===== src/rtl/uhrx_map.svh =====
// register offsets, field positions, reset values and counts
`ifndef UHRX_MAP_SVH
`define UHRX_MAP_SVH
`define UHRX_OFS_CSR 8'h00
`define UHRX_OFS_CNT0 8'h04
`define UHRX_OFS_IST 8'h08
`define UHRX_OFS_IMSK 8'h0C
`define UHRX_OFS_CFG 8'h10
`define UHRX_CSR_RST 16'h0000
`define UHRX_B_RX_DMA_REQUEST_ENABLE 13
`define UHRX_B_NONYET 12
`define UHRX_B_ARM 10
`define UHRX_B_TOG 9
`define UHRX_B_TOGZ 7
`define UHRX_B_STALL 6
`define UHRX_B_REQ 5
`define UHRX_B_FLUSH 4
`define UHRX_B_CRCNAK 3
`define UHRX_B_ERR 2
`define UHRX_B_FULL 1
`define UHRX_B_PKT 0
`define UHRX_CSR_RW_MASK 16'h36FF
`define UHRX_I_PKT 0
`define UHRX_I_STALL 1
`define UHRX_I_ERR 2
`define UHRX_I_NAK 3
`define UHRX_CFG_ISO 8
`define UHRX_RETRY_LIMIT 3
`define UHRX_NAK_M_MIN 2
`define UHRX_NAK_M_MAX 16
`endif


===== src/rtl/uhrx_pkg.sv =====
// types of the host receive endpoint control block
package uhrx_pkg;
  typedef enum logic [1:0] {PH_IDLE, PH_BUSY, PH_HALT} uhrx_ph_e;
  typedef logic [15:0] uhrx_word_t;
endpackage : uhrx_pkg


===== src/rtl/uhrx_ctrl.sv =====
// host receive endpoint control, status, irq and ep0 count
//
// Behaviour
// - dma enable drives receive dma request
// - no-nyet bit forces ack, never nyet
// - arm bit allows one toggle write
// - toggle readable; written only while armed
// - toggle-zero bit clears the data toggle
// - stall handshake sets flag and interrupt
// - request bit issues in; cleared on packet
// - flush drops packet only when ready
// - iso crc error flag follows packet ready
// - bulk nak timeout sets bit, halts
// - three empty attempts set error flag
// - error flag reads zero in iso
// - fifo full flag shows no room
// - packet ready sets flag and interrupt
// - ep0 byte count read only field
`timescale 1ns/1ps
`default_nettype none
`include "uhrx_map.svh"
module uhrx_ctrl
  import uhrx_pkg::*;
#(
  parameter int NAK_W = 16
) (
  input wire logic core_clk,
  input wire logic rst,
  input wire logic ce,
  input wire logic [7:0] bus_addr,
  input wire logic [15:0] bus_wdata,
  input wire logic bus_wr,
  input wire logic bus_rd,
  output logic [15:0] bus_rdata,
  input wire logic high_speed,
  input wire logic rx_pkt_good,
  input wire logic rx_pkt_bad_crc,
  input wire logic rx_stall_hs,
  input wire logic rx_no_data,
  input wire logic rx_nak,
  input wire logic rx_toggle_adv,
  input wire logic rx_fifo_full,
  input wire logic [6:0] ep0_fifo_bytes,
  output logic in_token_go,
  output logic hs_ack,
  output logic hs_nyet,
  output logic fifo_flush,
  output logic rx_toggle,
  output logic dma_req,
  output logic irq
);
  uhrx_ph_e ph_r;
  logic dma_en_r;
  logic no_nyet_r;
  logic arm_r;
  logic tog_r;
  logic stall_r;
  logic req_r;
  logic crcnak_r;
  logic err_r;
  logic pkt_r;
  logic iso_r;
  logic [4:0] nak_m_r;
  logic [3:0] ist_r;
  logic [3:0] imsk_r;
  logic [15:0] bus_rdata_r;
  logic csr_wr;
  logic ist_wr;
  logic flush_go;
  logic pkt_set;
  logic pkt_clr;
  logic retry_hit;
  logic nak_hit;
  logic [NAK_W-1:0] nak_limit;
  logic [3:0] ev;
  uhrx_word_t csr_view;

  assign csr_wr = ce && bus_wr && (bus_addr == `UHRX_OFS_CSR);
  assign ist_wr = ce && bus_wr && (bus_addr == `UHRX_OFS_IST);
  assign pkt_set = rx_pkt_good;
  assign flush_go = csr_wr && bus_wdata[`UHRX_B_FLUSH] && pkt_r;
  assign pkt_clr = flush_go || (csr_wr && !bus_wdata[`UHRX_B_PKT]);

  // sequencing of in transactions
  always_ff @(posedge core_clk) begin
    if (rst) begin
      ph_r <= PH_IDLE;
    end else if (ce) begin
      unique case (ph_r)
        PH_IDLE: begin
          if (in_token_go) begin
            ph_r <= PH_BUSY;
          end
        end
        PH_BUSY: begin
          if (nak_hit && !iso_r) begin
            ph_r <= PH_HALT;
          end else if (rx_pkt_good || rx_stall_hs || retry_hit) begin
            ph_r <= PH_IDLE;
          end
        end
        PH_HALT: begin
          if (!crcnak_r) begin
            ph_r <= PH_IDLE;
          end
        end
      endcase
    end
  end

  assign in_token_go = (ph_r == PH_IDLE) && req_r && !pkt_r && !stall_r && !err_r;

  // settings written by software
  always_ff @(posedge core_clk) begin
    if (rst) begin
      dma_en_r <= 1'b0;
      no_nyet_r <= 1'b0;
    end else if (csr_wr) begin
      dma_en_r <= bus_wdata[`UHRX_B_RX_DMA_REQUEST_ENABLE];
      no_nyet_r <= bus_wdata[`UHRX_B_NONYET];
    end
  end

  always_ff @(posedge core_clk) begin
    if (rst) begin
      iso_r <= 1'b0;
      nak_m_r <= 5'h00;
    end else if (ce && bus_wr && (bus_addr == `UHRX_OFS_CFG)) begin
      iso_r <= bus_wdata[`UHRX_CFG_ISO];
      nak_m_r <= bus_wdata[4:0];
    end
  end

  // data toggle and its write arm
  always_ff @(posedge core_clk) begin
    if (rst) begin
      arm_r <= 1'b0;
    end else if (csr_wr) begin
      arm_r <= !arm_r && bus_wdata[`UHRX_B_ARM];
    end
  end

  always_ff @(posedge core_clk) begin
    if (rst) begin
      tog_r <= 1'b0;
    end else if (ce) begin
      if (csr_wr && bus_wdata[`UHRX_B_TOGZ]) begin
        tog_r <= 1'b0;
      end else if (csr_wr && arm_r) begin
        tog_r <= bus_wdata[`UHRX_B_TOG];
      end else if (rx_toggle_adv) begin
        tog_r <= !tog_r;
      end
    end
  end

  assign rx_toggle = tog_r;

  // stall, request and packet ready flags, set wins over clear
  always_ff @(posedge core_clk) begin
    if (rst) begin
      stall_r <= 1'b0;
    end else if (ce) begin
      if (rx_stall_hs) begin
        stall_r <= 1'b1;
      end else if (csr_wr && !bus_wdata[`UHRX_B_STALL]) begin
        stall_r <= 1'b0;
      end
    end
  end

  always_ff @(posedge core_clk) begin
    if (rst) begin
      req_r <= 1'b0;
    end else if (ce) begin
      if (csr_wr && bus_wdata[`UHRX_B_REQ]) begin
        req_r <= 1'b1;
      end else if (pkt_set || (csr_wr && !bus_wdata[`UHRX_B_REQ])) begin
        req_r <= 1'b0;
      end
    end
  end

  always_ff @(posedge core_clk) begin
    if (rst) begin
      pkt_r <= 1'b0;
    end else if (ce) begin
      if (pkt_set) begin
        pkt_r <= 1'b1;
      end else if (pkt_clr) begin
        pkt_r <= 1'b0;
      end
    end
  end

  // crc error in iso, nak halt in bulk
  always_ff @(posedge core_clk) begin
    if (rst) begin
      crcnak_r <= 1'b0;
    end else if (ce) begin
      if (iso_r) begin
        if (pkt_set) begin
          crcnak_r <= rx_pkt_bad_crc;
        end else if (pkt_clr) begin
          crcnak_r <= 1'b0;
        end
      end else if (nak_hit) begin
        crcnak_r <= 1'b1;
      end else if (csr_wr && !bus_wdata[`UHRX_B_CRCNAK]) begin
        crcnak_r <= 1'b0;
      end
    end
  end

  // retry error after empty attempts
  always_ff @(posedge core_clk) begin
    if (rst) begin
      err_r <= 1'b0;
    end else if (ce) begin
      if (retry_hit && !iso_r) begin
        err_r <= 1'b1;
      end else if (csr_wr && !bus_wdata[`UHRX_B_ERR]) begin
        err_r <= 1'b0;
      end
    end
  end

  uhrx_evt_cnt #(.W(2)) u_retry (
    .core_clk(core_clk),
    .rst(rst),
    .ce(ce),
    .clear(rx_pkt_good || in_token_go),
    .step(rx_no_data),
    .limit(2'(`UHRX_RETRY_LIMIT)),
    .hit(retry_hit)
  );

  // halt on the nak beyond 2^(m-1) frames, 0 or 1 disables
  always_comb begin
    nak_limit = '0;
    if (nak_m_r >= 5'(`UHRX_NAK_M_MIN)) begin
      if (nak_m_r > 5'(`UHRX_NAK_M_MAX)) begin
        nak_limit = (NAK_W'(1) << (`UHRX_NAK_M_MAX - 1)) + NAK_W'(1);
      end else begin
        nak_limit = (NAK_W'(1) << (nak_m_r - 5'h01)) + NAK_W'(1);
      end
    end
  end

  uhrx_evt_cnt #(.W(NAK_W)) u_nak (
    .core_clk(core_clk),
    .rst(rst),
    .ce(ce),
    .clear(rx_pkt_good || rx_stall_hs || iso_r || (ph_r != PH_BUSY)),
    .step(rx_nak),
    .limit(nak_limit),
    .hit(nak_hit)
  );

  // handshake choice and dma request
  assign hs_ack = rx_pkt_good && !hs_nyet;
  assign hs_nyet = rx_pkt_good && high_speed && !no_nyet_r && rx_fifo_full;
  assign fifo_flush = flush_go;
  assign dma_req = dma_en_r && pkt_r;

  // interrupt status, write one to clear, set wins
  assign ev[`UHRX_I_PKT] = pkt_set;
  assign ev[`UHRX_I_STALL] = rx_stall_hs;
  assign ev[`UHRX_I_ERR] = retry_hit && !iso_r;
  assign ev[`UHRX_I_NAK] = nak_hit && !iso_r;

  always_ff @(posedge core_clk) begin
    if (rst) begin
      ist_r <= 4'h0;
    end else if (ce) begin
      ist_r <= ev | (ist_r & ~(ist_wr ? bus_wdata[3:0] : 4'h0));
    end
  end

  always_ff @(posedge core_clk) begin
    if (rst) begin
      imsk_r <= 4'h0;
    end else if (ce && bus_wr && (bus_addr == `UHRX_OFS_IMSK)) begin
      imsk_r <= bus_wdata[3:0];
    end
  end

  assign irq = |(ist_r & imsk_r);

  // register read view
  always_comb begin
    csr_view = `UHRX_CSR_RST;
    csr_view[`UHRX_B_RX_DMA_REQUEST_ENABLE] = dma_en_r;
    csr_view[`UHRX_B_NONYET] = no_nyet_r;
    csr_view[`UHRX_B_ARM] = arm_r;
    csr_view[`UHRX_B_TOG] = tog_r;
    csr_view[`UHRX_B_STALL] = stall_r;
    csr_view[`UHRX_B_REQ] = req_r;
    csr_view[`UHRX_B_CRCNAK] = crcnak_r;
    csr_view[`UHRX_B_ERR] = err_r && !iso_r;
    csr_view[`UHRX_B_FULL] = rx_fifo_full;
    csr_view[`UHRX_B_PKT] = pkt_r;
    csr_view = csr_view & `UHRX_CSR_RW_MASK;
  end

  always_ff @(posedge core_clk) begin
    if (rst) begin
      bus_rdata_r <= 16'h0000;
    end else if (ce) begin
      bus_rdata_r <= 16'h0000;
      if (bus_rd) begin
        unique case (bus_addr)
          `UHRX_OFS_CSR: bus_rdata_r <= csr_view;
          `UHRX_OFS_CNT0: bus_rdata_r <= {9'h000, ep0_fifo_bytes};
          `UHRX_OFS_IST: bus_rdata_r <= {12'h000, ist_r};
          `UHRX_OFS_IMSK: bus_rdata_r <= {12'h000, imsk_r};
          `UHRX_OFS_CFG: bus_rdata_r <= {7'h00, iso_r, 3'h0, nak_m_r};
          default: bus_rdata_r <= 16'h0000;
        endcase
      end
    end
  end

  assign bus_rdata = bus_rdata_r;
endmodule : uhrx_ctrl
`default_nettype wire


===== src/rtl/uhrx_evt_cnt.sv =====
// event counter that pulses when a limit is reached
`timescale 1ns/1ps
`default_nettype none
module uhrx_evt_cnt #(
  parameter int W = 16
) (
  input wire logic core_clk,
  input wire logic rst,
  input wire logic ce,
  input wire logic clear,
  input wire logic step,
  input wire logic [W-1:0] limit,
  output logic hit
);
  logic [W-1:0] count_r;
  logic [W-1:0] count_nxt;

  assign count_nxt = count_r + {{(W-1){1'b0}}, 1'b1};
  assign hit = step && !clear && (limit != '0) && (count_nxt >= limit);

  always_ff @(posedge core_clk) begin
    if (rst) begin
      count_r <= '0;
    end else if (ce) begin
      if (clear || hit) begin
        count_r <= '0;
      end else if (step) begin
        count_r <= count_nxt;
      end
    end
  end
endmodule : uhrx_evt_cnt
`default_nettype wire


===== config.mk =====
export PLATFORM = sky130hd
export DESIGN_NAME = uhrx_ctrl
export DESIGN_NICKNAME = d
export VERILOG_FILES = /design/src/rtl/uhrx_pkg.sv /design/src/rtl/uhrx_ctrl.sv /design/src/rtl/uhrx_evt_cnt.sv
export VERILOG_INCLUDE_DIRS = /design/src /design/src/rtl
export SDC_FILE = /design/constraint.sdc
export NUM_CORES = 1
export LEC_CHECK = 0
export BUFFER_PORTS_ARGS = -buffer_cell sky130_fd_sc_hd__buf_2
export CORE_AREA = 2 2 83 85
export CTS_CLUSTER_DIAMETER = 40
export DETAILED_ROUTE_END_ITERATION = 7
export DIE_AREA = 0 0 85 87
export GPL_ROUTABILITY_DRIVEN = 0
export PLACE_DENSITY_LB_ADDON = 0.12
export SLEW_MARGIN = 20
export SYNTH_ARGS = -nofsm -noshare
export SYNTH_HDL_FRONTEND = slang
export SYNTH_SLANG_ARGS = --single-unit

===== constraint.sdc =====
create_clock -name core_clk -period 9.15 [get_ports core_clk]
set_input_delay 0.915 -clock core_clk [delete_from_list [all_inputs] [get_ports core_clk]]
set_output_delay 0.915 -clock core_clk [all_outputs]
set_load 0.01 [all_outputs]

# [Word-level counts from Yosys, hierarchy flattened]
# Index checks and enable logic that the tools add are counted.
[totals] reg_bits=59 input_bits=44 output_inout_bits=23 word_cells=148
[classes] shift=1 n_reduce_logical=78 n_mux=29 n_bitwise=4 order_cmp=4 n_eq_ne=11 addsub=4
[ops] cell="case mux 14 bit (5 select lines)" n=1
[ops] cell="two-way mux 16 bit" n=4
[ops] cell="logical AND 1 bit" n=33
[ops] cell="adder 16 x 1 -> 16 bit (second input constant)" n=1
[ops] cell="adder 16 x 2 -> 16 bit (second input constant)" n=1
[ops] cell="equality test 8 x 4 -> 1 bit (second input constant)" n=2
[ops] cell=">= comparator 16 bit" n=1
[ops] cell="nonzero test 16 bit" n=1
[ops] cell="<< shifter 1 x 5 -> 16 bit (first input constant)" n=1
[ops] cell="logical NOT 1 bit" n=15
[ops] cell="two-way mux 1 bit" n=15
[ops] cell="two-way mux 14 bit" n=1
[ops] cell="AND reduction 2 bit" n=7
[ops] cell="two-way mux 2 bit" n=6
[ops] cell="nonzero test 2 bit" n=6
[ops] cell="logical OR 1 bit" n=9
[ops] cell="bitwise AND 4 bit" n=2
[ops] cell="equality test 8 x 3 -> 1 bit (second input constant)" n=1
[ops] cell="equality test 8 x 5 -> 1 bit (second input constant)" n=1
[ops] cell="logical NOT 8 bit" n=1
[ops] cell="case mux 2 bit (3 select lines)" n=1
[ops] cell="nonzero test 3 bit" n=2
[ops] cell=">= comparator 5 x 2 -> 1 bit (second input constant)" n=1
[ops] cell="> comparator 5 bit (second input constant)" n=1
[ops] cell="16 further kinds" n=17

# [Longest topological paths before layout]
# Gate-level depths: netlist of the first run.
[logic_depth] depth_word=13 mapped_depth=15 ltp_nobuf=13

# [By module]
# Synthesis of the first run repeated with hierarchy kept, for this count alone.
[hier_totals] cells_unflattened=441 area_unflattened_um2=3550.9
[by_module_without_submodules] mod="uhrx_ctrl" area_each_um2=2102.0 instances=1 seq_area_each_um2=740.7 cells_each=266
[by_module_without_submodules] mod="uhrx_evt_cnt at u_nak" area_each_um2=1283.7 instances=1 seq_area_each_um2=320.3 cells_each=155
[by_module_without_submodules] mod="uhrx_evt_cnt at u_retry" area_each_um2=165.2 instances=1 seq_area_each_um2=40.0 cells_each=20

# [Worst setup path before layout of the first run]
# No wires, ideal clock.
[synth_path] path_type="reg-to-reg" startpoint="register nak_m_r[1]" endpoint="register u_nak.count_r[5]" synth_period_minus_slack_ns=3.013 setup_time_ns=0.058 arrival_ns=2.955 stages_incl_launch_ff=16 required_time_ns=9.092 slack_ns=6.137 path_buffers=2 path_cell_list="dfxtp_1 -> clkbuf_1 -> nand2b_1 -> nor4_1 -> ha_1 -> nor4b_1 -> a31oi_1 -> o31a_1 -> ha_1 -> a2111oi_0 -> o21ai_0 -> a31oi_1 -> a21oi_2 -> buf_6 -> nor3b_1 -> o21a_1"
[synth_between] elab_chain_cells=11 elab_cells_between_ends=15 cone_classes="add/sub: 2; order compare: 3; shift: 1; mux: 3; reduce/logical: 6"
[synth_rtl] element="start: declaration" line="uhrx_ctrl.sv:63" text="logic [4:0] nak_m_r;"
[synth_rtl] element="start signal: assignment" line="uhrx_ctrl.sv:130" text="nak_m_r <= bus_wdata[4:0];"
[synth_rtl] element="subtractor 5 x 1 -> 5 bit" line="uhrx_ctrl.sv:245" text="nak_limit = (NAK_W'(1) << (nak_m_r - 5'h01)) + NAK_W'(1);"
[synth_rtl] element="<< shifter 1 x 5 -> 16 bit" line="uhrx_ctrl.sv:245"
[synth_rtl] element="adder 16 x 2 -> 16 bit" line="uhrx_ctrl.sv:245"
[synth_rtl] element="two-way mux 16 bit" line="uhrx_ctrl.sv:242" text="if (nak_m_r > 5'(`UHRX_NAK_M_MAX)) begin"
[synth_rtl] element="two-way mux 16 bit *" line="uhrx_ctrl.sv:241" text="if (nak_m_r >= 5'(`UHRX_NAK_M_MIN)) begin"
[synth_rtl] element="branches (longest 2 deep; another with >= comparator 16 bit)"
[synth_rtl] element="logical AND 1 bit *" line="uhrx_evt_cnt.sv:19" text="assign hit = step && !clear && (limit != '0) && (count_nxt >= limit);"
[synth_rtl] element="logical OR 1 bit *" line="uhrx_evt_cnt.sv:25" text="if (clear || hit) begin"
[synth_rtl] element="nonzero test 2 bit (no line)"
[synth_rtl] element="AND reduction 2 bit (no line)"
[synth_rtl] element="end signal: assignment" line="uhrx_evt_cnt.sv:28" text="count_r <= count_nxt;"
[synth_rtl] element="end: declaration" line="uhrx_evt_cnt.sv:15" text="logic [W-1:0] count_r;"
# Every way passes the cells marked *.
# A chain may end at the register's enable or synchronous reset.

# [Final worst setup path of the first run]
[layout_path] startpoint="register nak_m_r[1]" endpoint="register u_nak.count_r[7]"
# The elaborated chain is that of the path after synthesis.

==> results of run 1 <==
worst max path at each step:
stage / start / endpoint / slack, ns
final: nak_m_r[1] / u_nak.count_r[7] / 5.29
after global routing: nak_m_r[1] / u_nak.count_r[4] / 4.95
after CTS: nak_m_r[1] / u_nak.count_r[7] / 5.31
after detailed placement: nak_m_r[1] / u_nak.count_r[7] / 5.32
after global placement: nak_m_r[1] / u_nak.count_r[7] / 5.45
after floorplan: nak_m_r[1] / u_nak.count_r[5] / 6.14
sequential cells by signal (all words and copies together), names as in the netlist:
register / count
arm_r: 1
bus_rdata: 12
crcnak_r: 1
dma_en_r: 1
err_r: 1
imsk_r: 4
iso_r: 1
ist_r: 4
nak_m_r: 5
no_nyet_r: 1
ph_r: 2
pkt_r: 1
req_r: 1
rx_toggle: 1
stall_r: 1
u_nak.count_r: 16
u_retry.count_r: 2
cell families (layout without fill, tap and decap cells):
| group | after synthesis | after routing | share of synthesized area |
|---|---|---|---|
| other | 1 | 4 | 0.001079 |
| buffers and inverters | 36 | 79 | 0.04860 |
| XOR/XNOR | 13 | 13 | 0.03276 |
| flip-flops | 55 | 55 | 0.3168 |
| adder cells (fa/ha/maj) | 22 | 22 | 0.07919 |
| multiplexers | 16 | 16 | 0.05795 |
| AND/OR/NAND/NOR | 174 | 174 | 0.2606 |
| AO/OA/AOI/OAI | 101 | 101 | 0.2030 |
critical path, stage by stage (launching register included):
cell and delay [ns]:
dfxtp_1 0.60, nand2b_1 0.14, nor4_1 0.19, ha_1 0.24, nor4b_1 0.24, a31oi_1 0.07
o31a_1 0.28, ha_1 0.28, o211ai_1 0.08, o21ai_0 0.20, a31oi_1 0.17, a21oi_2 0.76
nor2_1 0.23, a22o_1 0.30
synth_stat cells (all sizes together) (7+ instances only):
library cell | n | area share
a21oi | 30 | 0.044
a22oi | 12 | 0.026
and3 | 8 | 0.014
buf | 9 | 0.019
clkbuf | 14 | 0.015
dfxtp | 55 | 0.32
ha | 22 | 0.079
inv | 13 | 0.014
mux2i | 10 | 0.029
nand2 | 51 | 0.055
nand2b | 7 | 0.013
nand3 | 14 | 0.020
nor2 | 39 | 0.042
nor2b | 8 | 0.014
nor3 | 12 | 0.020
o21ai | 14 | 0.021
xnor2 | 7 | 0.018
cell type report:
class | count | share of cell area
multi-input combinational | 330 | 0.5727
clock inverter | 2 | 0.009696
timing repair buffer | 59 | 0.07692
sequential | 55 | 0.2844
inverter | 13 | 0.01261
clock buffer | 5 | 0.01778
tap | 80 | 0.02586
power by group:
| part | internal (mW) | total, mW | switching (mW) |
|---|---|---|---|
| clock network | 0.0802 | 0.163 | 0.0827 |
| registers | 0.241 | 0.243 | 0.00192 |
| logic | 0.0135 | 0.0352 | 0.0217 |
| total | 0.335 | 0.441 | 0.106 |
routing by layer:
| layer | global-route usage | part of all wire |
|---|---|---|
| met3 | 0.03791 | 0.046 |
| met5 | 0 | 0 |
| met2 | 0.4141 | 0.48 |
| met4 | 0.06926 | 0.019 |
| met1 | 0.3006 | 0.46 |
through the flow:
| step | utilization | std cells | total power, mW |
|---|---|---|---|
| after global placement | 0.5728 | 537 | 0.2829 |
| after CTS | 0.5890 | 544 | 0.4428 |
| after floorplan | - | 421 | 0.2688 |
| after global routing | 0.5893 | 544 | 0.4540 |
| final | 0.5893 | 544 | 0.4409 |
| after detailed placement | 0.5728 | 537 | 0.2831 |
==> flow_summary.yaml, run 1 <==
timing:
  holdWs_ns: 0.4638
  post-route-min-period_ns: 3.856
  worst_slew_pin_slew_ns: 0.9102
  fin_tns_setup_ns: 0
  setup_viol_count_final: 0
  setup_slack_ns: 5.294
  period_share: 0.4214
  max_slew_margin: 0.3932
  timing.final.hold_violations: 0
  max_freq_mhz: 259.3
  skew_ns: 0.002940
  slew_viol_final: 0
  rsz0062_at_grt: "false"
layout:
  layout_common_cells: "buf_2 (58), dfxtp_1 (55), nand2_1 (51)"
  diodes: 0
  syn_to_final_growth_pct: 11.37
  layout_commonest_cell: "buf_2"
  fin_nets: 530
  fillers: 616
  seq_area_sq_um: 1101
  drive_above_1_share: 0.1767
  fin_area_sq_um: 3871
  multi_input_area_sq_um: 2217
global_route:
  grt_overflow: 0
  grtUsageTotal: 0.2366
  grt_pass1_wl_um: 14380
  grt_max_degree: 61
  grt_pass1_vias: 3046
  grt_antenna_before_repair: 0
clocking:
  tritoncts: "built"
  cts-hold-fix-buffers: 0
  insertion_delay_ns: 0.31
  h-tree-depth: 2
  clk_pin_slew_ns: 0.10
  cts-root-buf: "clkbuf_8"
  cts_setup_buffers: 0
  cts_inserted_buffers: 5
  post_cts_resized: 0
  clock-sinks: 55
  clockBufferDepth: 2
synth:
  avgSynthCellArea_sq_um: 8.315
  synth_enable_flop_cells: 0
  synth-main-ff-cell: "dfxtp_1"
  synth-seq-cells: 55
  synth_area_sq_um: 3476
  yosysSeqAreaShare: 0.3168
  async_reset_ff_frac: 0
  synth_cells: 418
  yosys_warnings: 0
  synth_cell_types: 63
placement:
  dp_worst_setup_slack_ns: 5.325
  portBuffers: 59
  placed_area_sq_um: 3762
  hpwlAfterDp_um: 6335
critical_path:
  r2r.worst_path.cells: 13
  r2r-start: "nak_m_r[1]"
  worstPathMaxFanout: 19
  arrival_ns: 4.07
  crit_type: "reg2reg"
  r2r-end: "u_nak.count_r[7]"
  cp.required_ns: 9.36
  crit_path_start_kind: "flop"
  crit_path_end_kind: "flop"
  r2r_setup_slack_ns: 5.29
power:
  p_per_area_nw_per_um2: 113.9
  ir_worst_vdd_v: 0.00006806
  cellLeakagePower_nw: 1.664
routing:
  drtIter0Drc: 129
  routed_wl_um: 8481
  drtAntennaViolNets: 0
  drt-wirelength-per-cell_um: 15.59
  via_per_inst: 5.879
  drt_pass1_iterations: 5
  drc_errors: 0
  vias: 3198
run_status:
  outcome: "complete, no violations"
run:
  drv_cap: 0
floorplan:
  placeableCoreArea_sq_um: 6569
  rows: 30
  die_area_sq_um: 7395
  initial_core_util: 0.5291
  ios: 67
  dieWidth_um: 85
  fp.dieH_um: 87
worst_hold_path:
  hold_path_class: "reg2reg"
  hold_path_startpoint: "u_retry.count_r[0]"
  worstHoldPathCells: 2
  timing.hold.worst_endpoint: "u_retry.count_r[0]"
Note: power is estimated with default switching activity, not from simulation.
==> inputs of run 2 (changes only) <==
--- a/config.mk
+++ b/config.mk
@@ -7,10 +7,10 @@
 export NUM_CORES = 1
 export LEC_CHECK = 0
 export BUFFER_PORTS_ARGS = -buffer_cell sky130_fd_sc_hd__buf_2
-export CORE_AREA = 2 2 83 85
+export CORE_AREA = 2 2 87 89
 export CTS_CLUSTER_DIAMETER = 40
 export DETAILED_ROUTE_END_ITERATION = 7
-export DIE_AREA = 0 0 85 87
+export DIE_AREA = 0 0 89 91
 export GPL_ROUTABILITY_DRIVEN = 0
 export PLACE_DENSITY_LB_ADDON = 0.12
 export SLEW_MARGIN = 20
==> constraint.sdc (replaced) <==
create_clock -name core_clk -period 3.4 [get_ports core_clk]
set_input_delay 0.34 -clock core_clk [delete_from_list [all_inputs] [get_ports core_clk]]
set_output_delay 0.34 -clock core_clk [all_outputs]
set_load 0.01 [all_outputs]
==> run 2 against run 1 <==
Net effect:
- global-route usage fell by 0.81 points
- power rose to 2.6 times the previous value
- sequential share of layout area fell by 0.68 points
- routed wire length rose by 4.3%
- final cell count rose by 5.3%
- hold slack got worse by 0.22 ns
- maximum frequency rose by 21%
- sequential power rose to 2.7 times the previous value
- critical path type unchanged
- setup slack got worse by 5.1 ns
- die area rose by 9.5%
- highest routed layer unchanged
- clock power rose by 140%
- count of clock-buffer cells in the layout did not move
==> flow_summary.yaml, run 2 (synthesized netlist as in run 1, its figures left out) <==
critical_path:
  worstPathMaxFanout: 19
  startpoint: "nak_m_r[3]"
  r2r-start: "nak_m_r[3]"
  crit_path_end_kind: "flop"
  crit_type: "reg2reg"
  crit_path_start_kind: "flop"
  cp.required_ns: 3.67
  arrival_ns: 3.46
power:
  cellLeakagePower_nw: 1.710
  ir_worst_vdd_v: 0.0001623
  p_per_area_nw_per_um2: 285.3
  fin_total_pwr_mw: 1.140
global_route:
  grtUsageTotal: 0.2285
  grt_pass1_wl_um: 14710
  grt_pass1_vias: 3128
  grt_overflow: 0
  grt_antenna_before_repair: 0
  grt_max_degree: 37
clocking:
  tritoncts: "built"
  h-tree-depth: 2
  cts_setup_buffers: 0
  clockBufferDepth: 2
  clock-sinks: 55
  cts_inserted_buffers: 5
  post_cts_resized: 0
  cts-root-buf: "clkbuf_8"
  clk_pin_slew_ns: 0.11
  cts-hold-fix-buffers: 0
  insertion_delay_ns: 0.32
timing:
  holdWs_ns: 0.2410
  skew_ns: 0.006838
  fin_tns_setup_ns: 0
  setup_slack_ns: 0.2032
  max_freq_mhz: 312.8
  timing.final.hold_violations: 0
  slew_viol_final: 0
  post-route-min-period_ns: 3.197
  period_share: 0.9402
  max_slew_margin: 0.5156
  worst_slew_pin_slew_ns: 0.7199
  setup_viol_count_final: 0
floorplan:
  fp.dieH_um: 91
  placeableCoreArea_sq_um: 7137
  ios: 67
  die_area_sq_um: 8099
  initial_core_util: 0.4870
  dieWidth_um: 89
  rows: 31
placement:
  dp_worst_setup_slack_ns: 0.05300
  portBuffers: 59
  hpwlAfterDp_um: 6813
layout:
  fillers: 717
  layout_common_cells: "buf_2 (59), nand2_1 (51), dfxtp_1 (50)"
  final_util: 0.5601
  diodes: 0
  drive_above_1_share: 0.2152
  fin_nets: 539
  layout_commonest_cell: "buf_2"
  largest_reg_flops: 16
  top_register: "u_nak.count_r"
  syn_to_final_growth_pct: 15.01
routing:
  vias: 3204
  drtIter0Drc: 105
  via_per_inst: 5.592
  drtAntennaViolNets: 0
  drc_errors: 0
  drt_pass1_iterations: 4
  drt-wirelength-per-cell_um: 15.43
  routed_wl_um: 8844
worst_hold_path:
  hold_path_startpoint: "bus_wdata[13]"
  hold_path_class: "in2reg"
run:
  drv_cap: 0
run_status:
  outcome: "complete, no violations"
[run 2: changes by cell type in the layout (fill, tap and decap cells not counted), sizes merged]
cell and change:
bufinv -1, inv +1, clkinv +1, buf +9
[run 2: report_power, final]
part | leakage (nW) | internal (mW) | switching, mW
combinational | 1.22 | 0.0369 | 0.0589
clock | 0.0463 | 0.152 | 0.240
sequential | 0.447 | 0.648 | 0.00480
[run 2: routing by layer]
layer  vias to the layer above  share of wire  GRT usage
li1                       1629              -          -
met1                      1503           0.44     0.2873
met2                        58           0.50     0.3961
met3                        14          0.033    0.03727
met4                         0          0.020    0.06592
met5                         -              0          0
[run 2: area by class of cell]
class / instances / area, sq um / share of cell area
Clock inverter: 3 / 27.53 / 0.006886
Multi-Input combinational cell: 330 / 2243 / 0.5612
Clock buffer: 5 / 68.82 / 0.01721
Inverter: 13 / 48.80 / 0.01221
Timing Repair Buffer: 68 / 375.4 / 0.09390
Sequential cell: 55 / 1110 / 0.2776
Tap cell: 99 / 123.9 / 0.03099
[run 2: per-stage QoR]
| step | instances | cell area (sq um) |
|---|---|---|
| 3_3_place_gp | 565 | 3866 |
| 6_report | 573 | 3998 |
| 5_1_grt | 573 | 3998 |
| 2_1_floorplan | 421 | 3487 |
| 3_5_place_dp | 565 | 3866 |
| 4_1_cts | 573 | 3963 |
[run 2: worst max-delay path, stage by stage, from the launching register on]
cell       delay, ns
dfxtp_2         0.38
nor4_2          0.31
ha_2            0.24
nor4b_2         0.21
a31oi_1         0.07
o31a_1          0.27
ha_1            0.21
a2111oi_1       0.33
o21ai_1         0.14
a31oi_2         0.32
a21oi_2         0.11
buf_12          0.17
nor2_1          0.22
a22o_1          0.18
[run 2: final timing paths]
kind | endpoint | slack (ns) | depth (start not counted)
setup / recovery | u_nak.count_r[7] | 0.20 | 13
hold / removal | dma_en_r | 0.24 | 3
setup reg to reg | u_nak.count_r[7] | 0.20 | 13
hold reg to reg | u_retry.count_r[0] | 0.46 | 2
==> inputs of run 3 (changes only) <==
--- a/config.mk
+++ b/config.mk
@@ -7,10 +7,10 @@
 export NUM_CORES = 1
 export LEC_CHECK = 0
 export BUFFER_PORTS_ARGS = -buffer_cell sky130_fd_sc_hd__buf_2
-export CORE_AREA = 2 2 87 89
+export CORE_AREA = 2 2 83 85
 export CTS_CLUSTER_DIAMETER = 40
 export DETAILED_ROUTE_END_ITERATION = 7
-export DIE_AREA = 0 0 89 91
+export DIE_AREA = 0 0 85 87
 export GPL_ROUTABILITY_DRIVEN = 0
 export PLACE_DENSITY_LB_ADDON = 0.12
 export SLEW_MARGIN = 20
==> constraint.sdc (replaced) <==
create_clock -name core_clk -period 3.3 [get_ports core_clk]
set_input_delay 0.33 -clock core_clk [delete_from_list [all_inputs] [get_ports core_clk]]
set_output_delay 0.33 -clock core_clk [all_outputs]
set_load 0.01 [all_outputs]
==> run 3 against run 2 <==
Net effect:
- clock power about the same
- die area decreased by 8.7%
- hold slack lost 0.0014 ns
- via count increased by 3.5%
- first-iteration DRC count grew 56%
- non-clock buffer count up 18
- count of clock-buffer cells in the layout increased by 1
- critical path depth grew 2
- highest routed layer unchanged
==> flow_summary.yaml, run 3 (synthesized netlist as in run 1, its figures left out) <==
critical_path:
  worstPathMaxFanout: 5
  critPathMaxStageDelay_ns: 0.44
  worst_path_max_delay_cell: "dfxtp_1"
  crit_path_end_kind: "flop"
  critical_path.top_delay_family: "compound AO/OA/AOI/OAI gates"
  arrival_ns: 3.41
  cp.required_ns: 3.55
  crit_buf_inv: 2
  crit_path_start_kind: "flop"
  crit_type: "reg2reg"
  startpoint: "nak_m_r[2]"
  r2r-start: "nak_m_r[2]"
  path_cells: "nor2_1 > and3_1 > ha_2 > buf_4 > nor2b_1 > a31oi_1 > o31a_1 > ha_2 > a2111oi_4 > o21ai_1 > a31oi_2 > buf_4 > a21oi_4 > o211a_1 > a211oi_2"
global_route:
  grt_antenna_before_repair: 0
  grt_pass1_vias: 3143
  grtUsageTotal: 0.2431
  grt_overflow: 0
  grt_max_degree: 33
  grt_pass1_wl_um: 14660
run:
  drv_cap: 0
floorplan:
  fp.dieH_um: 87
  dieWidth_um: 85
  die_area_sq_um: 7395
  initial_core_util: 0.5291
  ios: 67
  rows: 30
  placeableCoreArea_sq_um: 6569
timing:
  max_slew_margin: 0.4247
  fin_tns_setup_ns: 0
  skew_ns: 0.01040
  post-route-min-period_ns: 3.166
  timing.final.hold_violations: 0
  rsz0062_at_grt: "true"
  worst_slew_pin_slew_ns: 0.8550
  max_freq_mhz: 315.9
  period_share: 0.9594
  setup_viol_count_final: 0
  slew_viol_final: 0
layout:
  final_util: 0.6430
  drive_above_1_share: 0.2724
  largest_reg_flops: 16
  fin_area_sq_um: 4224
  fillers: 597
  fin_nets: 557
  layout_commonest_cell: "buf_2"
  layout_common_cells: "buf_2 (59), nand2_1 (51), dfxtp_1 (51)"
  top_register: "u_nak.count_r"
  syn_to_final_growth_pct: 21.53
  diodes: 0
clocking:
  cts-root-buf: "clkbuf_8"
  clk_pin_slew_ns: 0.11
  cts-hold-fix-buffers: 0
  tritoncts: "built"
  clockBufferDepth: 2
  cts_inserted_buffers: 5
  h-tree-depth: 2
  insertion_delay_ns: 0.32
  clock-sinks: 55
routing:
  drc_errors: 0
  vias: 3317
  drt-wirelength-per-cell_um: 15.75
  drtIter0Drc: 164
  via_per_inst: 5.799
  drtAntennaViolNets: 0
  drt_pass1_iterations: 4
  routed_wl_um: 9011
run_status:
  outcome: "complete, no violations"
placement:
  hpwlAfterDp_um: 6737
  placed_area_sq_um: 3943
  portBuffers: 59
power:
  p_per_area_nw_per_um2: 275.2
  cellLeakagePower_nw: 1.827
  ir_worst_vdd_v: 0.0001999
  fin_total_pwr_mw: 1.162
worst_hold_path:
  hold_path_startpoint: "bus_wdata[8]"
  hold_path_class: "in2reg"
==> run 3: cell types whose count changed in the layout (fill, tap and decap cells not counted), sizes merged <==
| cell | before | now |
|---|---|---|
| clkbuf | 5 | 6 |
| clkinv | 1 | 0 |
| buf | 68 | 86 |
==> run 3: final cells by class <==
| cell class | instances | area, sq um | share of cell area |
|---|---|---|---|
| multi-input combinational | 330 | 2376 | 0.5625 |
| clock inverter | 2 | 16.27 | 0.003851 |
| tap | 80 | 100.1 | 0.02370 |
| timing repair buffer | 86 | 501.7 | 0.1188 |
| clock buffer | 6 | 72.57 | 0.01718 |
| sequential | 55 | 1109 | 0.2624 |
| inverter | 13 | 48.80 | 0.01155 |
==> run 3: report_power, final <==
part           switching, mW  internal, mW
sequential           0.00503         0.667
clock                  0.237         0.153
combinational         0.0621        0.0381
total                  0.304         0.859
==> run 3: tightest hold or removal path: cells and delay by family <==
kind / cells / cell delay, ns
buf+inv: 1 / 0.07
mux: 1 / 0.05
simple gates: 1 / 0.07
==> run 3: layer usage <==
layer | global-route usage | share of wire
met1 | 0.3040 | 0.44
met2 | 0.4339 | 0.50
met3 | 0.03412 | 0.042
met5 | 0 | 0
met4 | 0.07359 | 0.024
==> run 3: path summary, 6_finish.rpt <==
path / endpoint / cells past startpoint / slack (ns)
worst max-delay path: ph_r[0] / 15 / 0.13
worst min-delay path: iso_r / 3 / 0.24
worst max register to register: ph_r[0] / 15 / 0.13
worst min register to register: u_retry.count_r[0] / 2 / 0.46
==> run 3: what timing repair did <==
item	CTS	global route
gates cloned	0	0
resized for setup	4	34
setup endpoints to repair	12	20
hold endpoints to repair	0	0
pin swaps	1	11
buffers inserted	0	3
==> run 3: per-stage QoR <==
stage / std cells / setup slack [ns] / hold slack (ns)
3_3_place_gp: 561 / 0.09451 / 0.4393
2_1_floorplan: 421 / 0.2872 / 0.4319
3_5_place_dp: 561 / 0.0007638 / 0.4474
4_1_cts: 569 / 0.02101 / 0.2396
5_1_grt: 572 / -0.07628 / 0.2473
6_report: 572 / 0.1341 / 0.2396
